File: src/ums_pkg.sv
// ums_pkg: register map, field positions and reset values of the modem status pin block
package ums_pkg;
  localparam int          UMS_NCH        = 2;
  localparam int          UMS_CH_BIT     = 5;
  localparam logic [4:0]  UMS_OFF_MSR    = 5'h00;
  localparam logic [4:0]  UMS_OFF_MCR    = 5'h04;
  localparam logic [4:0]  UMS_OFF_EXTENDED_CONTROL_1  = 5'h08;
  localparam logic [4:0]  UMS_OFF_MASK   = 5'h0C;
  localparam logic [4:0]  UMS_OFF_DIV    = 5'h10;
  localparam int          UMS_MSR_CTS_CHG = 0;
  localparam int          UMS_MSR_DSR_CHG = 1;
  localparam int          UMS_MSR_DCD_CHG = 3;
  localparam int          UMS_MSR_CTS    = 4;
  localparam int          UMS_MSR_DSR    = 5;
  localparam int          UMS_MSR_DCD    = 7;
  localparam int          UMS_MCR_DTR    = 0;
  localparam int          UMS_MCR_LOOP   = 4;
  localparam int          UMS_EXTENDED_CONTROL_1_BAUD_TEST_ENABLE = 7;
  localparam logic [7:0]  UMS_MCR_RST    = 8'h00;
  localparam logic [7:0]  UMS_EXTENDED_CONTROL_1_RST  = 8'h00;
  localparam logic [7:0]  UMS_MASK_RST   = 8'h00;
  localparam logic [7:0]  UMS_MASK_BITS  = 8'h0B;
  localparam logic [15:0] UMS_DIV_RST    = 16'h000C;
endpackage

File: src/ums_change_flags.sv
// ums_change_flags: sticky change detectors for the three modem status inputs of one channel
`timescale 1ns/100ps
module ums_change_flags
  import ums_pkg::*;
(
  input  wire logic       clock,
  input  wire logic       rst,
  input  wire logic [2:0] level,
  input  wire logic [2:0] clr,
  output logic [2:0]      flag_ff
);
  logic [2:0] prev_ff;
  logic       primed_ff;
  logic [2:0] nxt_flag;

  always_ff @(posedge clock or posedge rst)
  begin
    if (rst)
    begin
      prev_ff   <= 3'h7;
      primed_ff <= 1'b0;
    end
    else
    begin
      prev_ff   <= level;
      primed_ff <= 1'b1;
    end
  end

  // only bits that were returned by the read are cleared; a new change wins
  always_comb
  begin
    nxt_flag = (primed_ff ? (level ^ prev_ff) : 3'h0) | (flag_ff & ~clr);
  end

  always_ff @(posedge clock or posedge rst)
  begin
    if (rst)
      flag_ff <= 3'h0;
    else
      flag_ff <= nxt_flag;
  end
endmodule

File: src/ums_baud_gen.sv
// ums_baud_gen: programmable divider giving a baud tick and a square baud clock
`timescale 1ns/100ps
module ums_baud_gen
  import ums_pkg::*;
(
  input  wire logic        clock,
  input  wire logic        rst,
  input  wire logic [15:0] divisor,
  output logic             tick_ff,
  output logic             baud_ff
);
  logic [15:0] cnt_ff;
  logic        wrap;

  always_comb
  begin
    wrap = (divisor != 16'h0000) && (cnt_ff <= 16'h0001);
  end

  // a divisor of zero stops the generator
  always_ff @(posedge clock or posedge rst)
  begin
    if (rst)
      cnt_ff <= 16'h0000;
    else if (wrap)
      cnt_ff <= divisor;
    else if (cnt_ff != 16'h0000)
      cnt_ff <= cnt_ff - 16'h0001;
  end

  always_ff @(posedge clock or posedge rst)
  begin
    if (rst)
    begin
      tick_ff <= 1'b0;
      baud_ff <= 1'b0;
    end
    else
    begin
      tick_ff <= wrap;
      baud_ff <= baud_ff ^ wrap;
    end
  end
endmodule

File: src/ums_modem_pins.sv
// ums_modem_pins: apb register file, modem status pins, terminal-ready and baud-out mux of two channels
//
// The register addresses and the APB register port were decided locally.
`timescale 1ns/100ps
module ums_modem_pins
  import ums_pkg::*;
(
  input  wire logic         clock,
  input  wire logic         rst,
  input  wire logic         psel,
  input  wire logic         penable,
  input  wire logic         pwrite,
  input  wire logic [11:0]  paddr,
  input  wire logic [31:0]  pwdata,
  output logic [31:0]       prdata,
  output logic              pready,
  output logic              pslverr,
  input  wire logic [1:0]   cts_n,
  input  wire logic [1:0]   dsr_n,
  input  wire logic [1:0]   carrier_detect_n,
  input  wire logic [1:0]   serial_out,
  output logic [1:0]        baud_tick,
  output logic [1:0]        terminal_ready_n,
  output logic [1:0]        baud_clock_out,
  output logic              irq
);
  logic [31:0] prdata_ff;
  logic        pready_ff;
  logic        pslverr_ff;
  logic [1:0]  dtr_n_ff;
  logic [1:0]  baud_clock_out_ff;
  logic        irq_ff;
  logic [7:0]  mcr_ff   [UMS_NCH];
  logic [7:0]  extended_control_1_ff [UMS_NCH];
  logic [7:0]  mask_ff  [UMS_NCH];
  logic [15:0] div_ff   [UMS_NCH];
  logic [2:0]  chg      [UMS_NCH];
  logic [2:0]  clr      [UMS_NCH];
  logic [7:0]  modem_status_reg      [UMS_NCH];
  logic [1:0]  baud;
  logic        ch;
  logic [4:0]  off;
  logic        mapped;
  logic        acc_first;
  logic        acc_done;
  logic        wr_en;
  logic        rd_msr_done;
  logic [31:0] nxt_rdata;
  logic        nxt_irq;

  assign prdata           = prdata_ff;
  assign pready           = pready_ff;
  assign pslverr          = pslverr_ff;
  assign terminal_ready_n = dtr_n_ff;
  assign baud_clock_out   = baud_clock_out_ff;
  assign irq              = irq_ff;

  // address decode; one wait state per transfer
  always_comb
  begin
    ch          = paddr[UMS_CH_BIT];
    off         = paddr[4:0];
    mapped      = (paddr[11:6] == 6'h00) && (off == UMS_OFF_MSR || off == UMS_OFF_MCR ||
                  off == UMS_OFF_EXTENDED_CONTROL_1 || off == UMS_OFF_MASK || off == UMS_OFF_DIV);
    acc_first   = psel && penable && !pready_ff;
    acc_done    = psel && penable && pready_ff;
    wr_en       = acc_done && pwrite && mapped;
    rd_msr_done = acc_done && !pwrite && mapped && (off == UMS_OFF_MSR);
  end

  genvar g;
  generate
    for (g = 0; g < UMS_NCH; g++)
    begin : g_ch
      ums_change_flags u_flags (
        .clock   (clock),
        .rst     (rst),
        .level   ({carrier_detect_n[g], dsr_n[g], cts_n[g]}),
        .clr     (clr[g]),
        .flag_ff (chg[g])
      );
      ums_baud_gen u_baud (
        .clock   (clock),
        .rst     (rst),
        .divisor (div_ff[g]),
        .tick_ff (baud_tick[g]),
        .baud_ff (baud[g])
      );
      always_comb
      begin
        modem_status_reg[g] = 8'h00;
        modem_status_reg[g][UMS_MSR_CTS]     = ~cts_n[g];
        modem_status_reg[g][UMS_MSR_DSR]     = ~dsr_n[g];
        modem_status_reg[g][UMS_MSR_DCD]     = ~carrier_detect_n[g];
        modem_status_reg[g][UMS_MSR_CTS_CHG] = chg[g][0];
        modem_status_reg[g][UMS_MSR_DSR_CHG] = chg[g][1];
        modem_status_reg[g][UMS_MSR_DCD_CHG] = chg[g][2];
        // clear exactly the flags captured in the returned word
        clr[g] = (rd_msr_done && ch == 1'(g)) ?
                 {prdata_ff[UMS_MSR_DCD_CHG], prdata_ff[UMS_MSR_DSR_CHG], prdata_ff[UMS_MSR_CTS_CHG]} :
                 3'h0;
      end
    end
  endgenerate

  always_comb
  begin
    nxt_rdata = 32'h0000_0000;
    unique case (off)
      UMS_OFF_MSR:   nxt_rdata[7:0]  = modem_status_reg[ch];
      UMS_OFF_MCR:   nxt_rdata[7:0]  = mcr_ff[ch];
      UMS_OFF_EXTENDED_CONTROL_1: nxt_rdata[7:0]  = extended_control_1_ff[ch];
      UMS_OFF_MASK:  nxt_rdata[7:0]  = mask_ff[ch];
      UMS_OFF_DIV:   nxt_rdata[15:0] = div_ff[ch];
      default:       nxt_rdata       = 32'h0000_0000;
    endcase
    if (!mapped)
      nxt_rdata = 32'h0000_0000;
  end

  always_ff @(posedge clock or posedge rst)
  begin
    if (rst)
    begin
      pready_ff  <= 1'b0;
      pslverr_ff <= 1'b0;
      prdata_ff  <= 32'h0000_0000;
    end
    else
    begin
      pready_ff  <= acc_first;
      pslverr_ff <= acc_first && !mapped;
      if (acc_first && !pwrite)
        prdata_ff <= nxt_rdata;
    end
  end

  always_ff @(posedge clock or posedge rst)
  begin
    if (rst)
    begin
      for (int i = 0; i < UMS_NCH; i++)
      begin
        mcr_ff[i]   <= UMS_MCR_RST;
        extended_control_1_ff[i] <= UMS_EXTENDED_CONTROL_1_RST;
        mask_ff[i]  <= UMS_MASK_RST;
        div_ff[i]   <= UMS_DIV_RST;
      end
    end
    else if (wr_en)
    begin
      unique case (off)
        UMS_OFF_MCR:   mcr_ff[ch]   <= pwdata[7:0];
        UMS_OFF_EXTENDED_CONTROL_1: extended_control_1_ff[ch] <= pwdata[7:0];
        UMS_OFF_MASK:  mask_ff[ch]  <= pwdata[7:0] & UMS_MASK_BITS;
        UMS_OFF_DIV:   div_ff[ch]   <= pwdata[15:0];
        default:       ;
      endcase
    end
  end

  // terminal-ready: active low, forced inactive in loopback
  always_ff @(posedge clock or posedge rst)
  begin
    if (rst)
      dtr_n_ff <= 2'h3;
    else
      for (int i = 0; i < UMS_NCH; i++)
        dtr_n_ff[i] <= ~(mcr_ff[i][UMS_MCR_DTR] & ~mcr_ff[i][UMS_MCR_LOOP]);
  end

  // serial output passes untouched by clear-to-send unless the baud test is on
  always_ff @(posedge clock or posedge rst)
  begin
    if (rst)
      baud_clock_out_ff <= 2'h3;
    else
      for (int i = 0; i < UMS_NCH; i++)
        baud_clock_out_ff[i] <= extended_control_1_ff[i][UMS_EXTENDED_CONTROL_1_BAUD_TEST_ENABLE] ? baud[i] : serial_out[i];
  end

  always_comb
  begin
    nxt_irq = 1'b0;
    for (int i = 0; i < UMS_NCH; i++)
      nxt_irq = nxt_irq | (|(modem_status_reg[i][3:0] & mask_ff[i][3:0]));
  end

  always_ff @(posedge clock or posedge rst)
  begin
    if (rst)
      irq_ff <= 1'b0;
    else
      irq_ff <= nxt_irq;
  end
endmodule

File: config.mk
export PLATFORM = sky130hd
export DESIGN_NAME = ums_modem_pins
export DESIGN_NICKNAME = d
export VERILOG_FILES = /design/src/ums_pkg.sv /design/src/ums_change_flags.sv /design/src/ums_baud_gen.sv /design/src/ums_modem_pins.sv
export SDC_FILE = /design/constraint.sdc
export NUM_CORES = 1
export LEC_CHECK = 0
export BUFFER_PORTS_ARGS = -buffer_cell sky130_fd_sc_hd__buf_4
export CORE_MARGIN = 2
export CORE_UTILIZATION = 52
export CTS_CLUSTER_SIZE = 25
export DETAILED_ROUTE_END_ITERATION = 7
export GPL_ROUTABILITY_DRIVEN = 0
export GPL_TIMING_DRIVEN = 0
export PLACE_DENSITY = 0.76
export SLEW_MARGIN = 20
export SYNTH_ARGS = -nofsm -noshare
export SYNTH_HDL_FRONTEND = slang
export SYNTH_SLANG_ARGS = --single-unit
File: constraint.sdc
create_clock -name clock -period 4.4 [get_ports clock]
set_input_delay 0.44 -clock clock [delete_from_list [all_inputs] [get_ports clock]]
set_output_delay 0.44 -clock clock [all_outputs]
set_load 0.02 [all_outputs]
After elaboration in Yosys (flattened, before gate mapping)

Index checks and enable logic that the tools add are counted.

Add/subtract/negate cells: 2
Magnitude comparators: 4
Eq/ne operators: 4
Mux-type cells: 36
Bitwise logic cells: 27
Reduce and logical (&&, ||, !) cells: 37

Operators with widths:

| operator                | number |
|---|---|
| $mux W16                | 9 |
| $mux W8                 | 14 |
| $reduce_bool A16 Y1     | 4 |
| $bwmux W16              | 3 |
| $pmux W8 S5             | 1 |
| $bwmux W32              | 1 |
| $le A16 B1 Y1 const B   | 2 |
| $sub A16 B1 Y16 const B | 2 |
| $demux W16 S1           | 1 |
| $logic_and A1 B1 Y1     | 16 |
| $mux W3                 | 4 |
| $not A1 Y1              | 11 |
| $eq A5 B4 Y1 const B    | 2 |
| $and A4 B4 Y4           | 2 |
| $demux W8 S1            | 1 |
| $reduce_and A2 Y1       | 4 |
| $reduce_or A4 Y1        | 2 |
| $and A3 B3 Y3           | 2 |
| $logic_not A6 Y1        | 1 |
| $not A3 Y3              | 2 |
| $or A3 B3 Y3            | 2 |
| $xor A3 B3 Y3           | 2 |
| $eq A5 B3 Y1 const B    | 1 |
| $eq A5 B5 Y1 const B    | 1 |
| 11 further kinds        | 20 |

Register bits: 168
Bits of input ports: 57
Output and inout port bits: 41
Logic and storage cells: 135

Logic depth before layout (Yosys ltp)

Gate-level depths: netlist of the first run.

Word-level depth: 13
Depth in mapped cells: 8
Gate-level depth less buffers: 7

Cells and area by module

A second synthesis of the first run with hierarchy kept.

Cells, all modules: 641
Area, all modules: 7348.3 µm²

Modules (own cells, without submodules):

| module           | instances | cells each | area an instance (µm²) | seq. area each (µm²) |
|---|---|---|---|---|
| ums_modem_pins   | 1         | 361        | 4575.6                 | 2337.2 |
| ums_baud_gen     | 2         | 122        | 1136.1                 | 450.4 |
| ums_change_flags | 2         | 18         | 250.2                  | 178.9 |

Least setup slack after synthesis of the first run

OpenSTA, ideal clock, no wires.

Path type: input to register
From: input paddr[4]
To: register extended_control_1_ff[10] (netlist bit)
Setup time: 0.125 ns
Arrival: 2.037 ns
Data required time: 4.275 ns
Slack: 2.238 ns
Cell stages on the path: 5
Path buffers: 1
Path through: clkbuf_1 > nor3_1 > nand3b_1 > nor2_1 > mux2_2

Word-level cells in the longest chain between the ends: 8
Elaborated cells on any way between the ends: 12
Classes of those cells: eq/ne (4); reduce/logical (8)

RTL lines:

| element                                          | RTL line              | text |
|---|---|---|
| from (decl)                                      | ums_modem_pins.sv:13  | `input wire logic [11:0] paddr,` |
| $eq A5 B3 Y1 or $logic_not A5 Y1 (tied branches) | ums_modem_pins.sv:63  | `mapped = (paddr[11:6] == 6'h00) && (off == UMS_OFF_MSR \|\| off == UMS_OFF_MCR \|\|` |
| $logic_or A1 B1 Y1 (2 in series)                 | ums_modem_pins.sv:63  |  |
| $logic_or A1 B1 Y1 (2 in series)                 | ums_modem_pins.sv:64  | `off == UMS_OFF_EXTENDED_CONTROL_1 \|\| off == UMS_OFF_MASK \|\| off == UMS_OFF_DIV);` |
| $logic_and A1 B1 Y1                              | ums_modem_pins.sv:63  |  |
| $logic_and A1 B1 Y1                              | ums_modem_pins.sv:67  | `wr_en = acc_done && pwrite && mapped;` |
| $reduce_and A2 Y1 (no line) (*)                  | --                    |  |
| to (signal, indexed assignment)                  | ums_modem_pins.sv:154 | `UMS_OFF_EXTENDED_CONTROL_1: extended_control_1_ff[ch] <= pwdata[7:0];` |
| to (decl)                                        | ums_modem_pins.sv:34  | `logic [7:0] extended_control_1_ff [UMS_NCH];` |

Mark *: on every way between the ends. The rest lies on a longest branch, timed or not.
A chain may end at the register's enable or synchronous reset.

Worst setup path in the final report of the first run

From: register g_ch[0].u_baud.cnt_ff[0]
To: register g_ch[0].u_baud.cnt_ff[2]

Word-level cells in the longest chain between the ends: 3
Elaborated cells on any way between the ends: 7
Classes of those cells: add/sub (1); order compare (1); mux (2); reduce/logical (3)

RTL lines:

| element                                          | RTL line                               | text |
|---|---|---|
| from (decl)                                      | ums_baud_gen.sv:12                     | `logic [15:0] cnt_ff;` |
| from (signal assigned)                           | ums_baud_gen.sv:26                     | `cnt_ff <= divisor;` |
| from (signal assigned)                           | ums_baud_gen.sv:28                     | `cnt_ff <= cnt_ff - 16'h0001;` |
| $sub A16 B1 Y16 or $le A16 B1 Y1 (tied branches) | ums_baud_gen.sv:28, ums_baud_gen.sv:17 |  |
| $mux W16 or $logic_and A1 B1 Y1 (tied branches)  | ums_baud_gen.sv:27, ums_baud_gen.sv:17 |  |
| $mux W16 or $reduce_bool A2 Y1 (tied branches)   | --                                     |  |

Parallel ways exist; a longest one is shown, timed or not. The select of a mux whose other input is x is not followed.

==> results.json, run 1 <==
{
  "synthDistinctLibCells": 53,
  "worstSetupStartpointType": "register",
  "finalCritPeriodShare": 0.621,
  "syn_to_final_growth_pct": 20.2,
  "drive_gt1_frac": 0.324,
  "met1_usage": 0.322,
  "synth_cells": 580,
  "power.density_nw_per_um2": 435,
  "wl_mm": 16.4,
  "hold_buffers": 0,
  "ant_nets": 0,
  "start_util": 0.538,
  "relSlewSlack": 0.425,
  "synthArstFlopShare": 1.00,
  "period_minus_slack_ns": 2.73,
  "synth-seq-cells": 142,
  "seq_area_frac_synth": 0.522,
  "crit_type": "reg2reg",
  "drc": 0,
  "grt_max_degree": 96,
  "max-vdd-ir-drop_mv": 0.262,
  "grtUsageTotal": 0.244,
  "crit_path_cell_trace": "inv_1 -> ha_1 -> nor3b_1 -> nand2_1 -> nor2_1 -> o21ai_1 -> a221o_1",
  "die_w_um": 119,
  "synth_area_um2": 6840,
  "numCtsBuffers": 17,
  "worst_pin_slew_ns": 0.856,
  "synth_area_leaders": "dfrtp_1 47%, mux2_2 12%, dfstp_2 5.4%, mux2i_1 4.0%, nand2_1 2.4%",
  "fmax_mhz": 366,
  "dp_hpwl_mm": 11.9,
  "core_um2": 12700,
  "switchingPower_uw": 952,
  "critPathCaptureType": "register",
  "reg2regPathDepth": 7,
  "cts_tree": "done",
  "cts_root_buffer": "clkbuf_16",
  "gr-usage-met3": 0.0608,
  "drt_iter0_markers": 358,
  "critical_path.max_fanout": 7,
  "synth-edff-count": 0,
  "synth_warnings": 0,
  "n_fill_cell": 977,
  "h-tree-depth": 4,
  "hold_viol": 0,
  "setup_violations": 0,
  "clockPowerShare": 0.403,
  "antenna_cells": 0,
  "cp.arrival_ns": 3.04,
  "p_leak_nw": 3.85,
  "tns_ns": 0,
  "cp_slowest_cell": "nor3b_1",
  "viasPerCell": 5.88,
  "avgSynthCellArea_um2": 11.8,
  "final_common_cell": "dfrtp_1",
  "nets": 740,
  "p_total_mw": 3.58,
  "grt_pass1_wl_mm": 26.9,
  "vias": 5076,
  "gr-usage-met2": 0.397,
  "firstDrtPassIters": 5,
  "wl_per_cell_um": 18.9,
  "drv_cap": 0,
  "grt-ovfl-total": 0,
  "internal_power_mw": 2.63,
  "yosysTopAreaCellShare": 0.468,
  "cts_buffer_depth": 2,
  "clock-sinks": 142,
  "finClkSkew_ns": 0.00769,
  "p_sw_frac": 0.266,
  "synth_ff_type": "dfrtp_1",
  "insertion_delay_ns": 0.42,
  "status": "finished, final reports clean",
  "cts_resized": 0,
  "power.share.combinational": 0.143,
  "clkTransAtPathRegs_ns": 0.06,
  "fin_util": 0.646,
  "num_rows": 41,
  "grt_pass1_vias": 5197,
  "top_usage_layer": "met2",
  "pin_count": 98,
  "min_path_type": "in2async",
  "grt_setup_unrepaired": "no",
  "portBuffers": 64,
  "cp.required_ns": 4.71,
  "max_stage_delay_ns": 0.49,
  "antenna_found_initial": 0,
  "pre_cts_ws_ns": 1.53,
  "die_h_um": 119,
  "setup_ws_ns": 1.67,
  "slew_violations": 0,
  "die_area_um2": 14100,
  "yosysTopAreaCell": "dfrtp_1",
  "power_frac_seq": 0.453,
  "layout_common_cells": "128 x dfrtp_1, 83 x buf_4, 74 x mux2_2, 44 x nand2_1, 31 x o21ai_0",
  "post_cts_buffers": 0
}
[worst max-delay path, delay by kind of cell (launching register included)]
| kind | cells | cell delay [ns] |
|---|---|---|
| and+or+nand+nor | 3 | 1.24 |
| AOI/OAI and AO/OA | 2 | 0.65 |
| adders and majority gates | 1 | 0.19 |
| buffers and inverters | 1 | 0.09 |
| DFF | 1 | 0.45 |
[layer usage]
metal | vias up | part of all wire
li1 | 2324 | -
met1 | 2576 | 0.43
met2 | 156 | 0.50
met3 | 20 | 0.053
met4 | 0 | 0.014
met5 | - | 0
[cell usage after synthesis, types with 6 or more instances]
master,n
dfrtp_1,128
mux2_2,74
nand2_1,44
o21ai_0,31
mux2i_1,27
nor2_1,22
nor3_1,21
buf_4,19
nor4_1,18
inv_1,15
dfstp_2,14
o22ai_1,14
clkbuf_1,12
xor2_1,12
a22oi_1,10
a22o_1,9
xnor2_1,9
a221oi_1,8
a21oi_1,7
nand3_1,7
mux4_2,6
[final cells by class]
cell class                      instances  area (um2)  area share
Timing Repair Buffer                   65         508      0.0618
Buffer                                 34         209      0.0254
Tap cell                              172         215      0.0262
Sequential cell                       142        3570       0.434
Clock buffer                           25         485      0.0590
Inverter                               15        63.8     0.00776
Clock inverter                          7         110      0.0134
Multi-Input combinational cell        404        3060       0.372
[registers in the layout (all words and copies together), names as in the netlist]
register,cells
div_ff,32
g_ch.u_baud.cnt_ff,32
extended_control_1_ff,16
mcr_ff,16
prdata,16
g_ch.u_flags.flag_ff,6
g_ch.u_flags.prev_ff,6
mask_ff,6
baud_clock_out,2
g_ch.u_baud.baud_ff,2
g_ch.u_baud.tick_ff,2
terminal_ready_n,2
g_ch.u_flags.primed_ff,1
irq,1
pready,1
pslverr,1
[worst paths after layout]
path / start / end / slack (ns)
min in group clock: dsr_n[0] / g_ch[0].u_flags.prev_ff[1] / 0.15
hold / removal: rst / g_ch[1].u_baud.cnt_ff[9] / 0.006
max in group asynchronous: rst / baud_clock_out[1] / 3.59
hold reg to reg: mcr_ff[8] / terminal_ready_n[0] / 0.43
setup / recovery: g_ch[0].u_baud.cnt_ff[0] / g_ch[0].u_baud.cnt_ff[2] / 1.67
setup reg to reg: g_ch[0].u_baud.cnt_ff[0] / g_ch[0].u_baud.cnt_ff[2] / 1.67
[kinds of logic (layout without fill, tap and decap cells)]
family | after synthesis | count (layout) | share of synthesized area
AOI/OAI and AO/OA | 96 | 96 | 0.0942
xor gates and xnor gates | 22 | 22 | 0.0293
adders and majority gates | 4 | 4 | 0.00732
buffers and inverters | 49 | 146 | 0.0388
DFF | 142 | 142 | 0.522
muxes | 107 | 107 | 0.181
other | 2 | 17 | 0.00110
and+or+nand+nor | 158 | 158 | 0.126
[metrics by stage]
stage / instances / area, um2 / hold slack, ns
3_3_place_gp: 831 / 7590 / 0.418
5_1_grt: 864 / 8220 / 0.0277
3_5_place_dp: 832 / 7630 / 0.425
6_report: 864 / 8220 / 0.00573
4_1_cts: 864 / 8220 / 0.0137
2_1_floorplan: 595 / 6900 / 0.394
[power by group through the flow]
stage	combinational [mW]	sequential, mW	clock, mW
after floorplan	0.387	1.60	0
after global placement	0.485	1.62	0
after detailed placement	0.514	1.64	0
after CTS	0.516	1.62	1.46
after global routing	0.575	1.65	1.51
final	0.512	1.62	1.44
Power figures use the tool's default switching activity.
==> inputs of run 2 (changes only) <==
Settings changed: ABC_AREA set to 1, CORE_UTILIZATION 52 to 55.
Clock period 4.4 ns to 2.7 ns, I/O delays scaled along.
==> run 2 against run 1 <==
Effect of this change: via count increased by 41%; register-to-register slack got worse by 1.1 ns; die area increased by 4.6%; cell area increased by 11%; global-route usage increased by 5.6 points; utilization increased by 3.5 points; first-iteration DRC count increased by 99%; critical endpoint is now g_ch[1].u_baud.cnt_ff[10]; final cell count increased by 52%; critical path type unchanged; wire length increased by 27%; sequential power increased by 62%; non-clock buffer count increased by 26; clock skew increased by 0.00058 ns.
==> results.json, run 2 <==
{
  "status": "finished, final reports clean",
  "drv_cap": 0,
  "cts_buffer_depth": 2,
  "synth-seq-cells": 142,
  "die_area_um2": 14700,
  "antenna_found_initial": 0,
  "pre_cts_ws_ns": 0.550,
  "drt_iter0_markers": 713,
  "hold_depth": 3,
  "vias": 7161,
  "reg2regPathDepth": 8,
  "yosysTopAreaCell": "dfrtp_1",
  "crit_type": "reg2reg",
  "worst_pin_slew_ns": 0.818,
  "cts_resized": 0,
  "wl_mm": 20.8,
  "cp.required_ns": 2.96,
  "portBuffers": 62,
  "finalCritPeriodShare": 0.798,
  "place_area_um2": 8410,
  "nets": 1188,
  "pin_count": 98,
  "cts_tree": "done",
  "yosys-top-cells-count": "409 x nand2_1, 128 x dfrtp_1, 120 x nand3_1, 106 x nor2_1, 48 x inv_1",
  "setup_ws_ns": 0.547,
  "clkTransAtPathRegs_ns": 0.06,
  "critical_path.max_fanout": 8,
  "ant_nets": 0,
  "numCtsBuffers": 17,
  "wl_per_cell_um": 15.8,
  "relSlewSlack": 0.455,
  "h-tree-depth": 4,
  "grt-ovfl-total": 0,
  "synthArstFlopShare": 1.00,
  "drc": 0,
  "syn_to_final_growth_pct": 20.0,
  "synth_area_leaders": "dfrtp_1 42%, nand2_1 20%, nand3_1 7.9%, nor2_1 5.2%, dfstp_2 4.9%",
  "yosysTopAreaCellShare": 0.422,
  "grtUsageTotal": 0.299,
  "grt_pass1_wl_mm": 33.9,
  "grt_setup_unrepaired": "no",
  "finalInstanceArea_um2": 9100,
  "hold_viol": 0,
  "seq_area_frac_synth": 0.471,
  "synthMostInstantiatedCell": "nand2_1",
  "final_common_cell": "nand2_1",
  "period_minus_slack_ns": 2.15,
  "avgSynthCellArea_um2": 7.43,
  "p_leak_nw": 4.81,
  "start_util": 0.568,
  "setup_violations": 0,
  "grt_max_degree": 34,
  "synth_warnings": 0,
  "critPathCaptureType": "register",
  "die_h_um": 121,
  "max-vdd-ir-drop_mv": 0.407,
  "antenna_cells": 0,
  "clock-sinks": 142,
  "synth-edff-count": 0,
  "synth_cells": 1020,
  "dp_hpwl_mm": 14.9,
  "drive_gt1_frac": 0.143,
  "synth_ff_type": "dfrtp_1",
  "worstSetupStartpointType": "register",
  "reg_top3": "div_ff (32), g_ch.u_baud.cnt_ff (32)",
  "tns_ns": 0,
  "num_rows": 42,
  "cts_root_buffer": "clkbuf_16",
  "core_um2": 13300,
  "power.density_nw_per_um2": 714,
  "fmax_mhz": 464,
  "min_path_type": "in2reg",
  "synth_area_um2": 7580,
  "insertion_delay_ns": 0.42,
  "finClkSkew_ns": 0.00827,
  "firstDrtPassIters": 5,
  "grt_pass1_vias": 6806,
  "layout_common_cells": "409 x nand2_1, 128 x dfrtp_1, 120 x nand3_1, 106 x nor2_1, 87 x buf_4",
  "viasPerCell": 5.44,
  "synthDistinctLibCells": 35,
  "cp.arrival_ns": 2.42,
  "die_w_um": 121,
  "slew_violations": 0
}
-- run 2: logic make-up after synthesis --
family / synth area share
AND/OR/NAND/NOR: 0.377
flip-flops: 0.471
buffers and inverters: 0.0642
AO/OA/AOI/OAI: 0.0498
XOR/XNOR: 0.0231
multiplexers: 0.00693
adder cells (fa/ha/maj): 0.00660
other: 0.000990
-- run 2: where the power goes --
group	total, mW	internal, mW	leakage (nW)	switching, mW
Combinational	1.36	0.527	2.67	0.831
Clock	2.51	1.62	0.301	0.889
Sequential	2.63	2.39	1.84	0.247
Total	6.50	4.53	4.81	1.97
-- run 2: layer usage --
layer | global-route usage | wire length [um] | vias to the layer above
li1 | - | - | 3441
met5 | 0 | 0 | -
met1 | 0.395 | 8690 | 3339
met3 | 0.0498 | 1540 | 47
met4 | 0.134 | 678 | 0
met2 | 0.487 | 9910 | 334
-- run 2: final timing paths --
kind | startpoint | end | slack (ns)
setup reg to reg | g_ch[1].u_baud.cnt_ff[0] | g_ch[1].u_baud.cnt_ff[10] | 0.55
setup / recovery | g_ch[1].u_baud.cnt_ff[0] | g_ch[1].u_baud.cnt_ff[10] | 0.55
hold reg to reg | mcr_ff[0] | terminal_ready_n[1] | 0.44
hold / removal | serial_out[1] | baud_clock_out[1] | 0.07
min in group asynchronous | rst | mcr_ff[0] | 0.50
max in group asynchronous | rst | baud_clock_out[1] | 1.55
-- run 2: critical path, cell delays in order, from the launching register on --
cell and delay (ns):
dfrtp_1 0.40, inv_1 0.09, ha_1 0.23, nand2_1 0.19, nor2_4 0.10, nand2_1 0.07, nand2_1 0.14, a21oi_1 0.68
a21oi_1 0.09
-- run 2: repair_timing --
action | 4_1_cts | 5_1_grt
hold endpoints to repair | 24 | 0
buffers inserted | 0 | 0
hold buffers | 7 | 0
-- run 2: cell type report --
type	instances	area [um2]
multi-input combinational	793	3580
timing repair buffer	73	616
buffer	52	307
tap	176	220
clock buffer	25	485
inverter	48	184
clock inverter	7	138
sequential	142	3570
fill	1168	4250
-- run 2: through the flow --
step | std cells | hold WS [ns] | power, mW | util
after floorplan | 1035 | 0.274 | 3.64 | -
after global placement | 1273 | 0.406 | 3.94 | 0.624
after detailed placement | 1277 | 0.406 | 4.00 | 0.630
after CTS | 1316 | 0.0674 | 6.49 | 0.682
after global routing | 1316 | 0.100 | 6.84 | 0.682
final | 1316 | 0.0747 | 6.50 | 0.682
